`config.mk`:
```
export PLATFORM = sky130hd
export DESIGN_NAME = tcdma_ctrl
export DESIGN_NICKNAME = d
export VERILOG_FILES = /design/src/pkg/tcdma_pkg.sv /design/src/tcdma_buf2.sv /design/src/tcdma_ctrl.sv
export SDC_FILE = /design/constraint.sdc
export NUM_CORES = 1
export LEC_CHECK = 0
export BUFFER_PORTS_ARGS = -buffer_cell sky130_fd_sc_hd__buf_2
export CAP_MARGIN = 20
export CORE_ASPECT_RATIO = 0.7
export CORE_MARGIN = 5
export CORE_UTILIZATION = 52
export CTS_BUF_LIST = sky130_fd_sc_hd__clkbuf_4
export CTS_CLUSTER_DIAMETER = 100
export DETAILED_ROUTE_END_ITERATION = 6
export PLACE_DENSITY = 0.87
export SYNTH_ARGS = -nofsm -noshare
export SYNTH_HDL_FRONTEND = slang
export SYNTH_SLANG_ARGS = --single-unit
```
`constraint.sdc`:
```
create_clock -name clk_sys -period 2.4 [get_ports clk_sys]
set_clock_uncertainty 0.15 [all_clocks]
set_input_delay 0.24 -clock clk_sys [delete_from_list [all_inputs] [get_ports clk_sys]]
set_output_delay 0.24 -clock clk_sys [all_outputs]
set_load 0.01 [all_outputs]
```
`src/pkg/tcdma_pkg.sv`:
```
// Constants and types shared by the three-channel transfer controller
// Overview of operation
// RULE1: Three channels: two peripheral movers and one converter result sequencer.
// RULE2: Each peripheral channel moves data in its one configured direction only.
// RULE3: On trigger, request the bus, await acknowledge, move byte or word, release.
// RULE4: After the end-address transfer, current address reloads from start address.
// RULE5: With interrupts enabled, end-address transfer raises an interrupt request.
// RULE6: Single-pass mode clears the channel enable bit after the end-address transfer.
// RULE7: Otherwise current address steps by 1 in byte mode, 2 in word mode.
// RULE8: Peripheral address is Fh joined with the 8-bit peripheral address byte.
// RULE9: Start address is high-nibble register bits 3:0 joined with start low byte.
// RULE10: End address is high-nibble register bits 7:4 joined with end low byte.
// RULE11: Software writes address bytes first and the control byte last.
// RULE12: Control write selects mode, direction, interrupt, size, trigger and enables.
// RULE13: Converter signals each finished conversion with two result bytes ready.
// RULE14: Converter channel takes the bus, writes both result bytes, releases it.
// RULE15: After the highest selected input, input number wraps to 0 and restarts.
// RULE16: With interrupts enabled, converter channel interrupts after highest input.
// RULE17: Otherwise the converter channel starts conversion on the next input.
// RULE18: Converter address register holds the top 7 bits of destination address.
// RULE19: Converter control gives interrupt enable, input count and channel enable.
// RULE20: Software keeps converter single-shot when input count exceeds 000b.
// RULE21: Continuous converter mode only with input count 000b.
// RULE22: Disabled peripheral channel ignores triggers; enabled one serves each.
// RULE23: Word transfers need an even peripheral address byte.
// RULE24: Trigger select codes 000-010 and 100-110 pick sources; 111 reserved.
// RULE25: Simultaneous requests are granted one at a time, peripherals first.
// RULE26: Bus request held until acknowledge, dropped the cycle after completion.
package tcdma_pkg;
   localparam int ADDR_W = 12;
   localparam int BUF_DEPTH = 2;
   // Control byte field positions
   localparam int CTL_EN_BIT = 7;
   localparam int CTL_LOOP_BIT = 6;
   localparam int CTL_DIR_BIT = 5;
   localparam int CTL_IRQ_BIT = 4;
   localparam int CTL_WORD_BIT = 3;
   localparam int CTL_RSS_LSB = 0;
   // High-nibble register field positions
   localparam int HI_START_LSB = 0;
   localparam int HI_END_LSB = 4;
   localparam logic [3:0] PERIPH_PAGE = 4'hf;
   // Codes 011 and 111 select no source
   localparam logic [7:0] TRIG_VALID_MASK = 8'h77;
   localparam logic [11:0] ADDR_STEP_BYTE = 12'h001;
   localparam logic [11:0] ADDR_STEP_WORD = 12'h002;
   localparam logic [7:0] CTL_RESET = 8'h00;
   localparam logic [2:0] INPUT_FIRST = 3'h0;
   localparam logic [1:0] OWN_P0 = 2'h0;
   localparam logic [1:0] OWN_P1 = 2'h1;
   localparam logic [1:0] OWN_ADC = 2'h2;

   typedef enum logic [2:0] {
      ST_IDLE = 3'h0,
      ST_REQ = 3'h1,
      ST_RD = 3'h2,
      ST_LAT = 3'h3,
      ST_WR = 3'h4,
      ST_DONE = 3'h5
   } tcdma_state_e;

   typedef struct packed {
      logic [7:0] ctl;
      logic [7:0] io;
      logic [7:0] hi;
      logic [7:0] start_lo;
      logic [7:0] end_lo;
   } tcdma_pcfg_s;

   typedef struct packed {
      logic irq_en;
      logic [2:0] in_count;
      logic enable;
   } tcdma_acfg_s;

   typedef struct packed {
      logic [2:0] in_num;
      logic [15:0] data;
   } tcdma_ares_s;

   typedef struct packed {
      logic rd;
      logic wr;
      logic [11:0] addr;
      logic [7:0] wdata;
   } tcdma_mem_s;
endpackage

```
`src/tcdma_buf2.sv`:
```
// Two-entry valid/ready buffer on the converter result path
`timescale 1ns/1ps
module tcdma_buf2 import tcdma_pkg::*; #(
   parameter int W = 19,
   parameter int D = BUF_DEPTH
) (
   input wire logic clk_sys,
   input wire logic rst_n,
   input wire logic in_valid,
   output logic in_ready,
   input wire logic [W-1:0] in_data,
   output logic out_valid,
   input wire logic out_ready,
   output logic [W-1:0] out_data
);
   localparam int PW = $clog2(D);
   logic [D-1:0][W-1:0] mem_q;
   logic [PW-1:0] wp_q;
   logic [PW-1:0] rp_q;
   logic [PW:0] cnt_q;
   logic push;
   logic pop;

   assign in_ready = (cnt_q != (PW+1)'(D));
   assign out_valid = (cnt_q != '0);
   assign out_data = mem_q[rp_q];
   assign push = in_valid && in_ready;
   assign pop = out_valid && out_ready;

   function automatic logic [PW-1:0] nxt(input logic [PW-1:0] p);
      nxt = (p == PW'(D-1)) ? '0 : PW'(p + 1'b1);
   endfunction

   always_ff @(posedge clk_sys) begin
      if (push) begin
         mem_q[wp_q] <= in_data;
      end
   end

   always_ff @(posedge clk_sys or negedge rst_n) begin
      if (!rst_n) begin
         wp_q <= '0;
         rp_q <= '0;
         cnt_q <= '0;
      end else begin
         if (push) begin
            wp_q <= nxt(wp_q);
         end
         if (pop) begin
            rp_q <= nxt(rp_q);
         end
         cnt_q <= cnt_q + (PW+1)'(push) - (PW+1)'(pop);
      end
   end
endmodule

```
`src/tcdma_ctrl.sv`:
```
// Three-channel transfer controller: two peripheral movers, one converter
`timescale 1ns/1ps
module tcdma_ctrl import tcdma_pkg::*; (
   input wire logic clk_sys,
   input wire logic rst_n,
   input wire tcdma_pcfg_s [1:0] pch_cfg,
   input wire logic [1:0] pch_load,
   input wire logic [1:0][7:0] pch_trig,
   output logic [1:0] pch_enable,
   output logic [1:0][11:0] pch_cur_addr,
   output logic [1:0] pch_irq,
   input wire logic [6:0] adc_addr7,
   input wire tcdma_acfg_s adc_cfg,
   input wire logic adc_load,
   input wire logic adc_done,
   input wire logic [15:0] adc_data,
   output logic adc_ready,
   output logic adc_start,
   output logic [2:0] adc_input_sel,
   output logic adc_irq,
   output logic adc_enable,
   output logic bus_req,
   input wire logic bus_ack,
   output tcdma_mem_s mem_bus,
   input wire logic [7:0] mem_rdata
);
   tcdma_pcfg_s [1:0] cfg_q;
   logic [1:0] en_q;
   logic [1:0] pend_q;
   logic [1:0][11:0] cur_q;
   logic [1:0] pirq_q;
   logic [6:0] abase_q;
   tcdma_acfg_s acfg_q;
   logic [2:0] in_q;
   logic astart_q;
   logic airq_q;
   tcdma_state_e st_q;
   logic [1:0] own_q;
   logic bi_q;
   tcdma_mem_s mem_q;
   logic [1:0] trig_hit;
   logic [1:0] step_pch;
   logic [1:0] hit_end;
   logic step_adc;
   logic buf_vld;
   tcdma_ares_s buf_out;
   tcdma_ares_s buf_in;
   logic own_is_p;
   logic own_word;
   logic own_dir;
   logic [11:0] rf_addr;
   logic [11:0] pr_addr;
   logic [11:0] adc_dst;

   // Pick the trigger line named by the select field; reserved codes never fire
   function automatic logic trig_pick(input logic [7:0] ctl,
                                      input logic [7:0] lines);
      logic [7:0] ok;
      ok = lines & TRIG_VALID_MASK;
      trig_pick = ok[ctl[CTL_RSS_LSB +: 3]]; // [RULE24]
   endfunction

   function automatic logic [11:0] start_of(input tcdma_pcfg_s c);
      start_of = {c.hi[HI_START_LSB +: 4], c.start_lo}; // [RULE9]
   endfunction

   function automatic logic [11:0] end_of(input tcdma_pcfg_s c);
      end_of = {c.hi[HI_END_LSB +: 4], c.end_lo}; // [RULE10]
   endfunction

   assign pch_enable = en_q;
   assign pch_cur_addr = cur_q;
   assign pch_irq = pirq_q;
   assign adc_start = astart_q;
   assign adc_input_sel = in_q;
   assign adc_irq = airq_q;
   assign adc_enable = acfg_q.enable;
   assign mem_bus = mem_q;
   // Request stands from arbitration until the last byte; drops in DONE
   assign bus_req = (st_q == ST_REQ) || (st_q == ST_RD) ||
                    (st_q == ST_LAT) || (st_q == ST_WR); // [RULE26]

   assign own_is_p = (own_q != OWN_ADC);
   assign own_word = cfg_q[own_q[0]].ctl[CTL_WORD_BIT];
   assign own_dir = cfg_q[own_q[0]].ctl[CTL_DIR_BIT];
   assign rf_addr = cur_q[own_q[0]] + {11'h000, bi_q};
   assign pr_addr = {PERIPH_PAGE, cfg_q[own_q[0]].io + {7'h00, bi_q}}; // [RULE8]
   // Two result bytes per input, high byte at the even address
   assign adc_dst = {abase_q, 1'b0, buf_out.in_num, bi_q}; // [RULE18]

   assign buf_in = '{in_num: in_q, data: adc_data};
   assign step_adc = (st_q == ST_DONE) && (own_q == OWN_ADC); // [RULE1]

   for (genvar i = 0; i < 2; i++) begin : g_pch
      assign trig_hit[i] = trig_pick(cfg_q[i].ctl, pch_trig[i]);
      assign step_pch[i] = (st_q == ST_DONE) && (own_q == 2'(i));
      assign hit_end[i] = (cur_q[i] == end_of(cfg_q[i]));
   end

   tcdma_buf2 #(
      .W($bits(tcdma_ares_s)),
      .D(BUF_DEPTH)
   ) u_buf (
      .clk_sys(clk_sys),
      .rst_n(rst_n),
      .in_valid(adc_done), // [RULE13]
      .in_ready(adc_ready),
      .in_data(buf_in),
      .out_valid(buf_vld),
      .out_ready(step_adc),
      .out_data(buf_out)
   );

   // Peripheral channel configuration, enable and address stepping
   always_ff @(posedge clk_sys or negedge rst_n) begin
      if (!rst_n) begin
         cfg_q <= '0;
         en_q <= '0;
         cur_q <= '0;
         pirq_q <= '0;
      end else begin
         for (int i = 0; i < 2; i++) begin
            pirq_q[i] <= 1'b0;
            if (pch_load[i]) begin
               cfg_q[i] <= pch_cfg[i]; // [RULE12]
               en_q[i] <= pch_cfg[i].ctl[CTL_EN_BIT];
               cur_q[i] <= start_of(pch_cfg[i]);
            end else if (step_pch[i]) begin
               if (hit_end[i]) begin
                  cur_q[i] <= start_of(cfg_q[i]); // [RULE4]
                  pirq_q[i] <= cfg_q[i].ctl[CTL_IRQ_BIT]; // [RULE5]
                  if (!cfg_q[i].ctl[CTL_LOOP_BIT]) begin
                     en_q[i] <= 1'b0; // [RULE6]
                  end
               end else if (cfg_q[i].ctl[CTL_WORD_BIT]) begin
                  cur_q[i] <= cur_q[i] + ADDR_STEP_WORD; // [RULE7]
               end else begin
                  cur_q[i] <= cur_q[i] + ADDR_STEP_BYTE; // [RULE7]
               end
            end
         end
      end
   end

   // Grant order among pending channels, channel 0 first
   function automatic logic own_sel_ok(input int i);
      own_sel_ok = (i == 0) ? pend_q[0] : (pend_q[1] && !pend_q[0]);
   endfunction

   // Pending triggers; a new trigger beats the grant clear
   always_ff @(posedge clk_sys or negedge rst_n) begin
      if (!rst_n) begin
         pend_q <= '0;
      end else begin
         for (int i = 0; i < 2; i++) begin
            if (!en_q[i]) begin
               pend_q[i] <= 1'b0; // [RULE22]
            end else if (trig_hit[i]) begin
               pend_q[i] <= 1'b1; // [RULE22]
            end else if (st_q == ST_IDLE && own_sel_ok(i)) begin
               pend_q[i] <= 1'b0;
            end
         end
      end
   end

   // Converter channel: configuration and input sequencing
   always_ff @(posedge clk_sys or negedge rst_n) begin
      if (!rst_n) begin
         abase_q <= '0;
         acfg_q <= '0;
         in_q <= INPUT_FIRST;
         astart_q <= 1'b0;
         airq_q <= 1'b0;
      end else begin
         astart_q <= 1'b0;
         airq_q <= 1'b0;
         if (adc_load) begin
            abase_q <= adc_addr7; // [RULE18]
            acfg_q <= adc_cfg; // [RULE19]
            in_q <= INPUT_FIRST;
            astart_q <= adc_cfg.enable;
         end else if (step_adc) begin
            if (buf_out.in_num >= acfg_q.in_count) begin
               in_q <= INPUT_FIRST; // [RULE15]
               airq_q <= acfg_q.irq_en; // [RULE16]
            end else begin
               in_q <= buf_out.in_num + 3'h1; // [RULE17]
            end
            astart_q <= acfg_q.enable;
         end
      end
   end

   // Bus sequencer: one owner at a time, fixed priority
   always_ff @(posedge clk_sys or negedge rst_n) begin
      if (!rst_n) begin
         st_q <= ST_IDLE;
         own_q <= OWN_P0;
         bi_q <= 1'b0;
         mem_q <= '0;
      end else begin
         unique case (st_q)
            ST_IDLE: begin
               bi_q <= 1'b0;
               if (pend_q[0]) begin
                  own_q <= OWN_P0; // [RULE25]
                  st_q <= ST_REQ;
               end else if (pend_q[1]) begin
                  own_q <= OWN_P1; // [RULE25]
                  st_q <= ST_REQ;
               end else if (buf_vld && acfg_q.enable) begin
                  own_q <= OWN_ADC; // [RULE25]
                  st_q <= ST_REQ;
               end
            end
            ST_REQ: begin
               if (bus_ack && own_is_p) begin
                  mem_q.rd <= 1'b1; // [RULE3]
                  mem_q.addr <= own_dir ? pr_addr : rf_addr; // [RULE2]
                  st_q <= ST_RD;
               end else if (bus_ack) begin
                  mem_q.wr <= 1'b1; // [RULE14]
                  mem_q.addr <= adc_dst;
                  mem_q.wdata <= buf_out.data[15:8];
                  st_q <= ST_WR;
               end
            end
            ST_RD: begin
               mem_q.rd <= 1'b0;
               st_q <= ST_LAT;
            end
            ST_LAT: begin
               mem_q.wr <= 1'b1;
               mem_q.addr <= own_dir ? rf_addr : pr_addr; // [RULE2]
               mem_q.wdata <= mem_rdata;
               st_q <= ST_WR;
            end
            ST_WR: begin
               mem_q.wr <= 1'b0;
               if (!bi_q && !own_is_p) begin
                  bi_q <= 1'b1;
                  mem_q.wr <= 1'b1; // [RULE14]
                  mem_q.addr <= {abase_q, 1'b0, buf_out.in_num, 1'b1};
                  mem_q.wdata <= buf_out.data[7:0];
               end else if (!bi_q && own_word) begin
                  bi_q <= 1'b1;
                  mem_q.rd <= 1'b1; // [RULE3]
                  mem_q.addr <= own_dir ? {PERIPH_PAGE,
                     cfg_q[own_q[0]].io | 8'h01} : cur_q[own_q[0]] + 12'h001;
                  st_q <= ST_RD;
               end else begin
                  st_q <= ST_DONE;
               end
            end
            ST_DONE: begin
               bi_q <= 1'b0;
               st_q <= ST_IDLE;
            end
            default: begin
               st_q <= ST_IDLE;
               mem_q <= '0;
            end
         endcase
      end
   end
endmodule

```
# ---- Word-level counts from Yosys, hierarchy flattened
# Cells that the tools add are included.
dict set report totals {
  reg_bits 195
  inputBits 139
  out_inout_bits 58
  wordCells 202
}
dict set report op_classes {
  addsub 12
  n_lt_le_gt_ge 7
  eq_ne 24
  muxes 80
  bitwise 2
  n_reduce_logical 41
}
# op count
set ops {}
lappend ops {{2-to-1 mux 12 bit} 16}
lappend ops {{case mux 21 bit (4 select lines)} 1}
lappend ops {{2-to-1 mux 38 bit} 2}
lappend ops {{2-to-1 mux 19 bit} 3}
lappend ops {{bitwise mux 38 bit} 1}
lappend ops {{adder 12 x 1 -> 12 bit, second input constant} 3}
lappend ops {{2-to-1 mux 1 bit} 35}
lappend ops {{2-to-1 mux 3 bit} 10}
lappend ops {{adder 12 x 2 -> 12 bit, second input constant} 2}
lappend ops {{== test 12 bit} 2}
lappend ops {{2-to-1 mux 21 bit} 1}
lappend ops {{demux 19 bit (select 1 bit)} 1}
lappend ops {{2-to-1 mux 8 bit} 2}
lappend ops {{case mux 3 bit (5 select lines)} 1}
lappend ops {{AND reduction 3 bit} 5}
lappend ops {{inequality test 2 bit, second input constant} 7}
lappend ops {{nonzero test 2 bit} 7}
lappend ops {{logical AND 1 bit} 13}
lappend ops {{adder 12 x 1 -> 12 bit} 1}
lappend ops {{inequality test 3 x 1 -> 1 bit, second input constant} 3}
lappend ops {{adder 8 x 1 -> 8 bit} 1}
lappend ops {{less-than comparator 3 x 4 -> 1 bit, second input constant} 2}
lappend ops {{AND reduction 4 bit} 2}
lappend ops {{binary-select mux 1 bit (select 3 bit)} 2}
lappend ops {{other kinds (27)} 43}

# ---- Longest topological paths before layout
dict set report logic_depth {
  word_depth 7
  mapped_depth 13
  depth_no_buf 10
}

# ---- Cells and area by module
# A second synthesis with hierarchy kept.
dict set report unflattened {
  hier_cells 982
  area_unflattened_um2 10349.9
}
# mod n_inst cells_per_inst area_each_um2 seq_area_each_um2
set modules_own_cells {}
lappend modules_own_cells {tcdma_ctrl 1 901 8765.9 3828.7}
lappend modules_own_cells {tcdma_buf2 1 81 1584.0 1241.2}

# ---- Worst setup path after synthesis
# No wires, ideal clock.
dict set report synth_path {
  kind {flip-flop to flip-flop}
  start {reg own_q[0]}
  end {reg mem_q (netlist bit mem_bus[14])}
  setup_ns 0.126
  arrival_time_ns 2.426
  t_required_ns 2.124
  path_slack_ns -0.302
  stages_incl_launch_ff 14
  path_buffers 4
  synth_period_minus_slack_ns 2.702
  cell_sequence {dfrtp_1 -> buf_4 -> buf_6 -> buf_6 -> buf_2 -> mux2_2 -> ha_1 -> ha_1 -> inv_1 -> a211oi_2 -> xnor2_1 -> a21oi_1 -> o211ai_1 -> a221o_1}
}
dict set report synth_via {
  elab_chain_len 7
  word_cells_on_any_way 22
  classes_between {add/sub: 3; eq/ne: 3; mux: 11; reduce/logical: 5}
}
# element line_no
set synth_lines {}
lappend synth_lines {{start: declaration} tcdma_ctrl.sv:38} ;# logic [1:0] own_q;
lappend synth_lines {{start signal: assignment} tcdma_ctrl.sv:199} ;# own_q <= OWN_P0;
lappend synth_lines {{start signal: assignment} tcdma_ctrl.sv:207} ;# own_q <= OWN_P0;
lappend synth_lines {{start signal: assignment} tcdma_ctrl.sv:210} ;# own_q <= OWN_P1;
lappend synth_lines {{2-to-1 mux 12 bit (implied by the code) (2 in series)} {tcdma_ctrl.sv:86, tcdma_ctrl.sv:250}}
lappend synth_lines {{adder 12 x 1 -> 12 bit} tcdma_ctrl.sv:250} ;# cfg_q[own_q[0]].io | 8'h01} : cur_q[own_q[0]] + 12'h001;
lappend synth_lines {{2-to-1 mux 12 bit} tcdma_ctrl.sv:249} ;# mem_q.addr <= own_dir ? {PERIPH_PAGE,
lappend synth_lines {{2-to-1 mux 12 bit} tcdma_ctrl.sv:246} ;# end else if (!bi_q && own_word) begin
lappend synth_lines {{2-to-1 mux 12 bit} tcdma_ctrl.sv:241} ;# if (!bi_q && !own_is_p) begin
lappend synth_lines {{case mux 21 bit (4 select lines)} tcdma_ctrl.sv:203} ;# unique case (st_q)
lappend synth_lines {{end: declaration} tcdma_ctrl.sv:40} ;# tcdma_mem_s mem_q;
# Several ways; a longest one is shown, not always the timed one. The select of a mux whose other input is x is not followed.
# A chain may end at the register's enable or synchronous reset.

# ---- Final worst setup path
dict set report layout_path {
  start {reg own_q[0]}
  end {reg mem_q (netlist bit mem_bus[12])}
}
# The elaborated chain is that of the path after synthesis.

==> impl_metrics.csv <==
group,metric,value,unit
logic_synthesis,avgSynthCellArea,10.7,um^2
grt,grtUsageTotal,29.2,%
timing,fmax,0.399,GHz
logic_synthesis,ys_top_cells_by_area,"dfrtp_1 (38%), edfxtp_1 (11%), mux2_2 (8.0%)",
final_layout,n_fill_cell,1362,
final_layout,instances_no_fill,1623,
critical_path,cp.required,2.77,ns
flow_run,drv_cap,0,
floorplanning,die_h,128,um
critical_path,worstPathMaxFanout,6,
final_layout,drive_gt1_share,31.6,%
clocking,clockBufferDepth,2,
detailed_routing,via_per_inst,5.84,
timing,setup_ws,-0.105,ns
floorplanning,die_x,179,um
grt,grt-ovfl-total,0,
logic_synthesis,synth-async-reset-ratio,80.5,%
outcome,failed_checks,"negative setup slack",
floorplanning,coreArea,19700,um^2
critical_path,startpoint_type,"flip-flop",
final_layout,multi_input_area,4990,um^2
clocking,cts-root-buf,"clkbuf_4",
timing,min_period,2.51,ns
floorplanning,die_area,22900,um^2
floorplanning,io_pins,197,
detailed_routing,drtIter0Drc,1352,
hold_path,hold_path.class,"in2async",
detailed_routing,wl,33300,um
logic_synthesis,postSynthCellCount,970,
clocking,cts_made_buffers,17,
place,hpwlAfterDp,22100,um
power_and_ir_drop,p_leak,6.14,nW
clocking,cts.sink_count,195,
critical_path,criticalPathCategory,"reg2reg",
floorplanning,start_util,52.7,%
place,numPortBuffers,192,
detailed_routing,post-route-drc-count,0,
logic_synthesis,yosys.area.top_type,"dfrtp_1",
grt,antenna_found_initial,1,
logic_synthesis,yosys_register_bits,195,
grt,grt_max_degree,66,
floorplanning,std_cell_rows,43,
grt,first_global_vias,9395,
logic_synthesis,yosysWarnings,0,
timing,post-route-period-util,104,%
critical_path,crit_arrival,2.87,ns
clocking,cts_tree,"built",
final_layout,final_common_cell,"buf_2",
place,place_congestion,0.930,
logic_synthesis,ys_seq_area_share,48.9,%
timing,finalSetupViolCount,2,
power_and_ir_drop,ir_drop,0.462,mV
timing,hold_viol_final,0,
clocking,clock_latency,0.63,ns
grt,grt_pass1_wl,51900,um
logic_synthesis,synth_nets,1124,
final_layout,final_util,70.3,%
detailed_routing,dr.pass1.iters,6,
logic_synthesis,yosysTopAreaCellShare,37.9,%
clocking,htree_num_levels,4,
clocking,cts.clk_slew.worst_paths,0.18,ns
detailed_routing,detail_route.wl_per_cell,20.5,um
timing,rsz0062_at_grt,"true",
timing,drv_slew,0,
final_layout,area_delta_synth_final,33.5,%
timing,tightestPinTransition,0.550,ns
outcome,status,"finished with violations",
logic_synthesis,synth_area,10400,um^2
timing,slew_headroom,63.2,%
logic_synthesis,ys_types,76,
final_layout,nNetsFinal,1493,
logic_synthesis,synth-edff-count,38,
detailed_routing,postRouteAntennaNets,0,
place,dpl.cell_count,1447,
critical_path,critPathCaptureType,"flip-flop",
timing,whs,0.0320,ns
final_layout,final_cell_mix,"buf_2 (191), dfrtp_1 (153), dlygate4sd3_1 (137), nand2_1 (99), buf_4 (77)",
power_and_ir_drop,p_per_area,792,nW/um^2
logic_synthesis,ys.flop_type,"dfrtp_1",
detailed_routing,num_vias,9474,
final_layout,seq_area,5070,um^2
-- cell usage after synthesis (11+ instances only) --
cell type and n:
dfrtp_1 157, nand2_1 99, mux2_2 74, o21ai_0 69, mux2i_1 51, a21oi_1 46, nor2_1 46, xor2_1 39
edfxtp_1 38, inv_1 34, nand3_1 25, buf_2 21, clkbuf_1 21, o21ai_1 17, xnor2_1 17, ha_1 15
nand2b_1 12, nand4_1 11
-- flip-flops by register name (all words and copies together) (netlist names) --
name / count
cfg_q: 78
pend_q: 2
mem_bus: 22
own_q: 2
u_buf.cnt_q: 2
adc_irq: 1
pch_irq: 2
st_q: 3
u_buf.wp_q: 1
bi_q: 1
u_buf.rp_q: 1
pch_cur_addr: 24
acfg_q: 4
abase_q: 7
adc_enable: 1
pch_enable: 2
adc_start: 1
u_buf.mem_q: 38
adc_input_sel: 3
-- path summary, 6_finish.rpt --
kind	start	cells past startpoint	endpoint	slack (ns)
min in group clk_sys	pch_trig[8]	4	pend_q[1]	0.04
min	rst_n	3	cfg_q[11]	0.03
max reg2reg	own_q[0]	10	mem_bus[12]	-0.11
max	own_q[0]	10	mem_bus[12]	-0.11
max in group asynchronous	rst_n	3	own_q[0]	1.70
min reg2reg	mem_bus[5]	2	mem_bus[5]	0.35
-- power by group --
group	internal (mW)	total, mW	switching, mW
Sequential	3.97	4.45	0.476
Clock	0.677	1.99	1.32
Combinational	1.99	4.52	2.53
Total	6.64	11.0	4.32
-- repair_timing --
item / CTS / global route
endpoints found under the hold margin: 322 / 0
hold buffers: 138 / 0
setup endpoints to repair: 3 / 28
gates resized for setup: 3 / 22
pin swaps: 2 / 6
setup buffers: 2 / 3
-- worst max-delay path, stage by stage, from the launching register on --
cell and delay, ns:
dfrtp_2 0.51, buf_6 0.15, mux2_4 0.30, ha_4 0.18
ha_4 0.18, nand3_2 0.09, xor2_1 0.20, mux2i_1 0.18
a211oi_1 0.25, buf_4 0.16, o21ai_2 0.05
-- area by class of cell --
class | count | share of cell area, %
flip-flops and latches | 195 | 36.6
multi-input cells | 680 | 36.0
repair buffers | 411 | 21.7
well taps | 270 | 2.44
clock inverters | 15 | 1.38
clock buffers | 17 | 0.922
inverters | 34 | 0.922
diodes | 1 | 0.0181
-- per-stage QoR --
step           total power [mW]  TNS (ns)  instance area, um^2  setup slack (ns)
2_1_floorplan              7.05    -0.168                10400           -0.0710
3_3_place_gp               8.39         0                12000            0.0505
3_5_place_dp               8.53   -0.0131                12000           -0.0131
4_1_cts                    10.7  -0.00299                13700          -0.00299
5_1_grt                    11.5    -0.248                13800            -0.124
6_report                   11.0    -0.194                13800            -0.105
-- cell families after synthesis --
group / share of synthesized area, %
AND/OR/NAND/NOR: 12.1
XOR/XNOR: 4.73
flip-flops: 48.9
buffers and inverters: 4.38
adder cells (fa/ha/maj): 1.81
AO/OA/AOI/OAI: 14.4
multiplexers: 13.7
-- metal layers --
layer / up-vias / wire length, um / track usage [%]
met5: - / 0 / 0
met4: 0 / 784 / 8.53
met3: 82 / 3620 / 7.02
met2: 566 / 15300 / 44.8
met1: 4575 / 13600 / 41.6
li1: 4251 / - / -
Note: power is estimated with default switching activity, not from simulation.
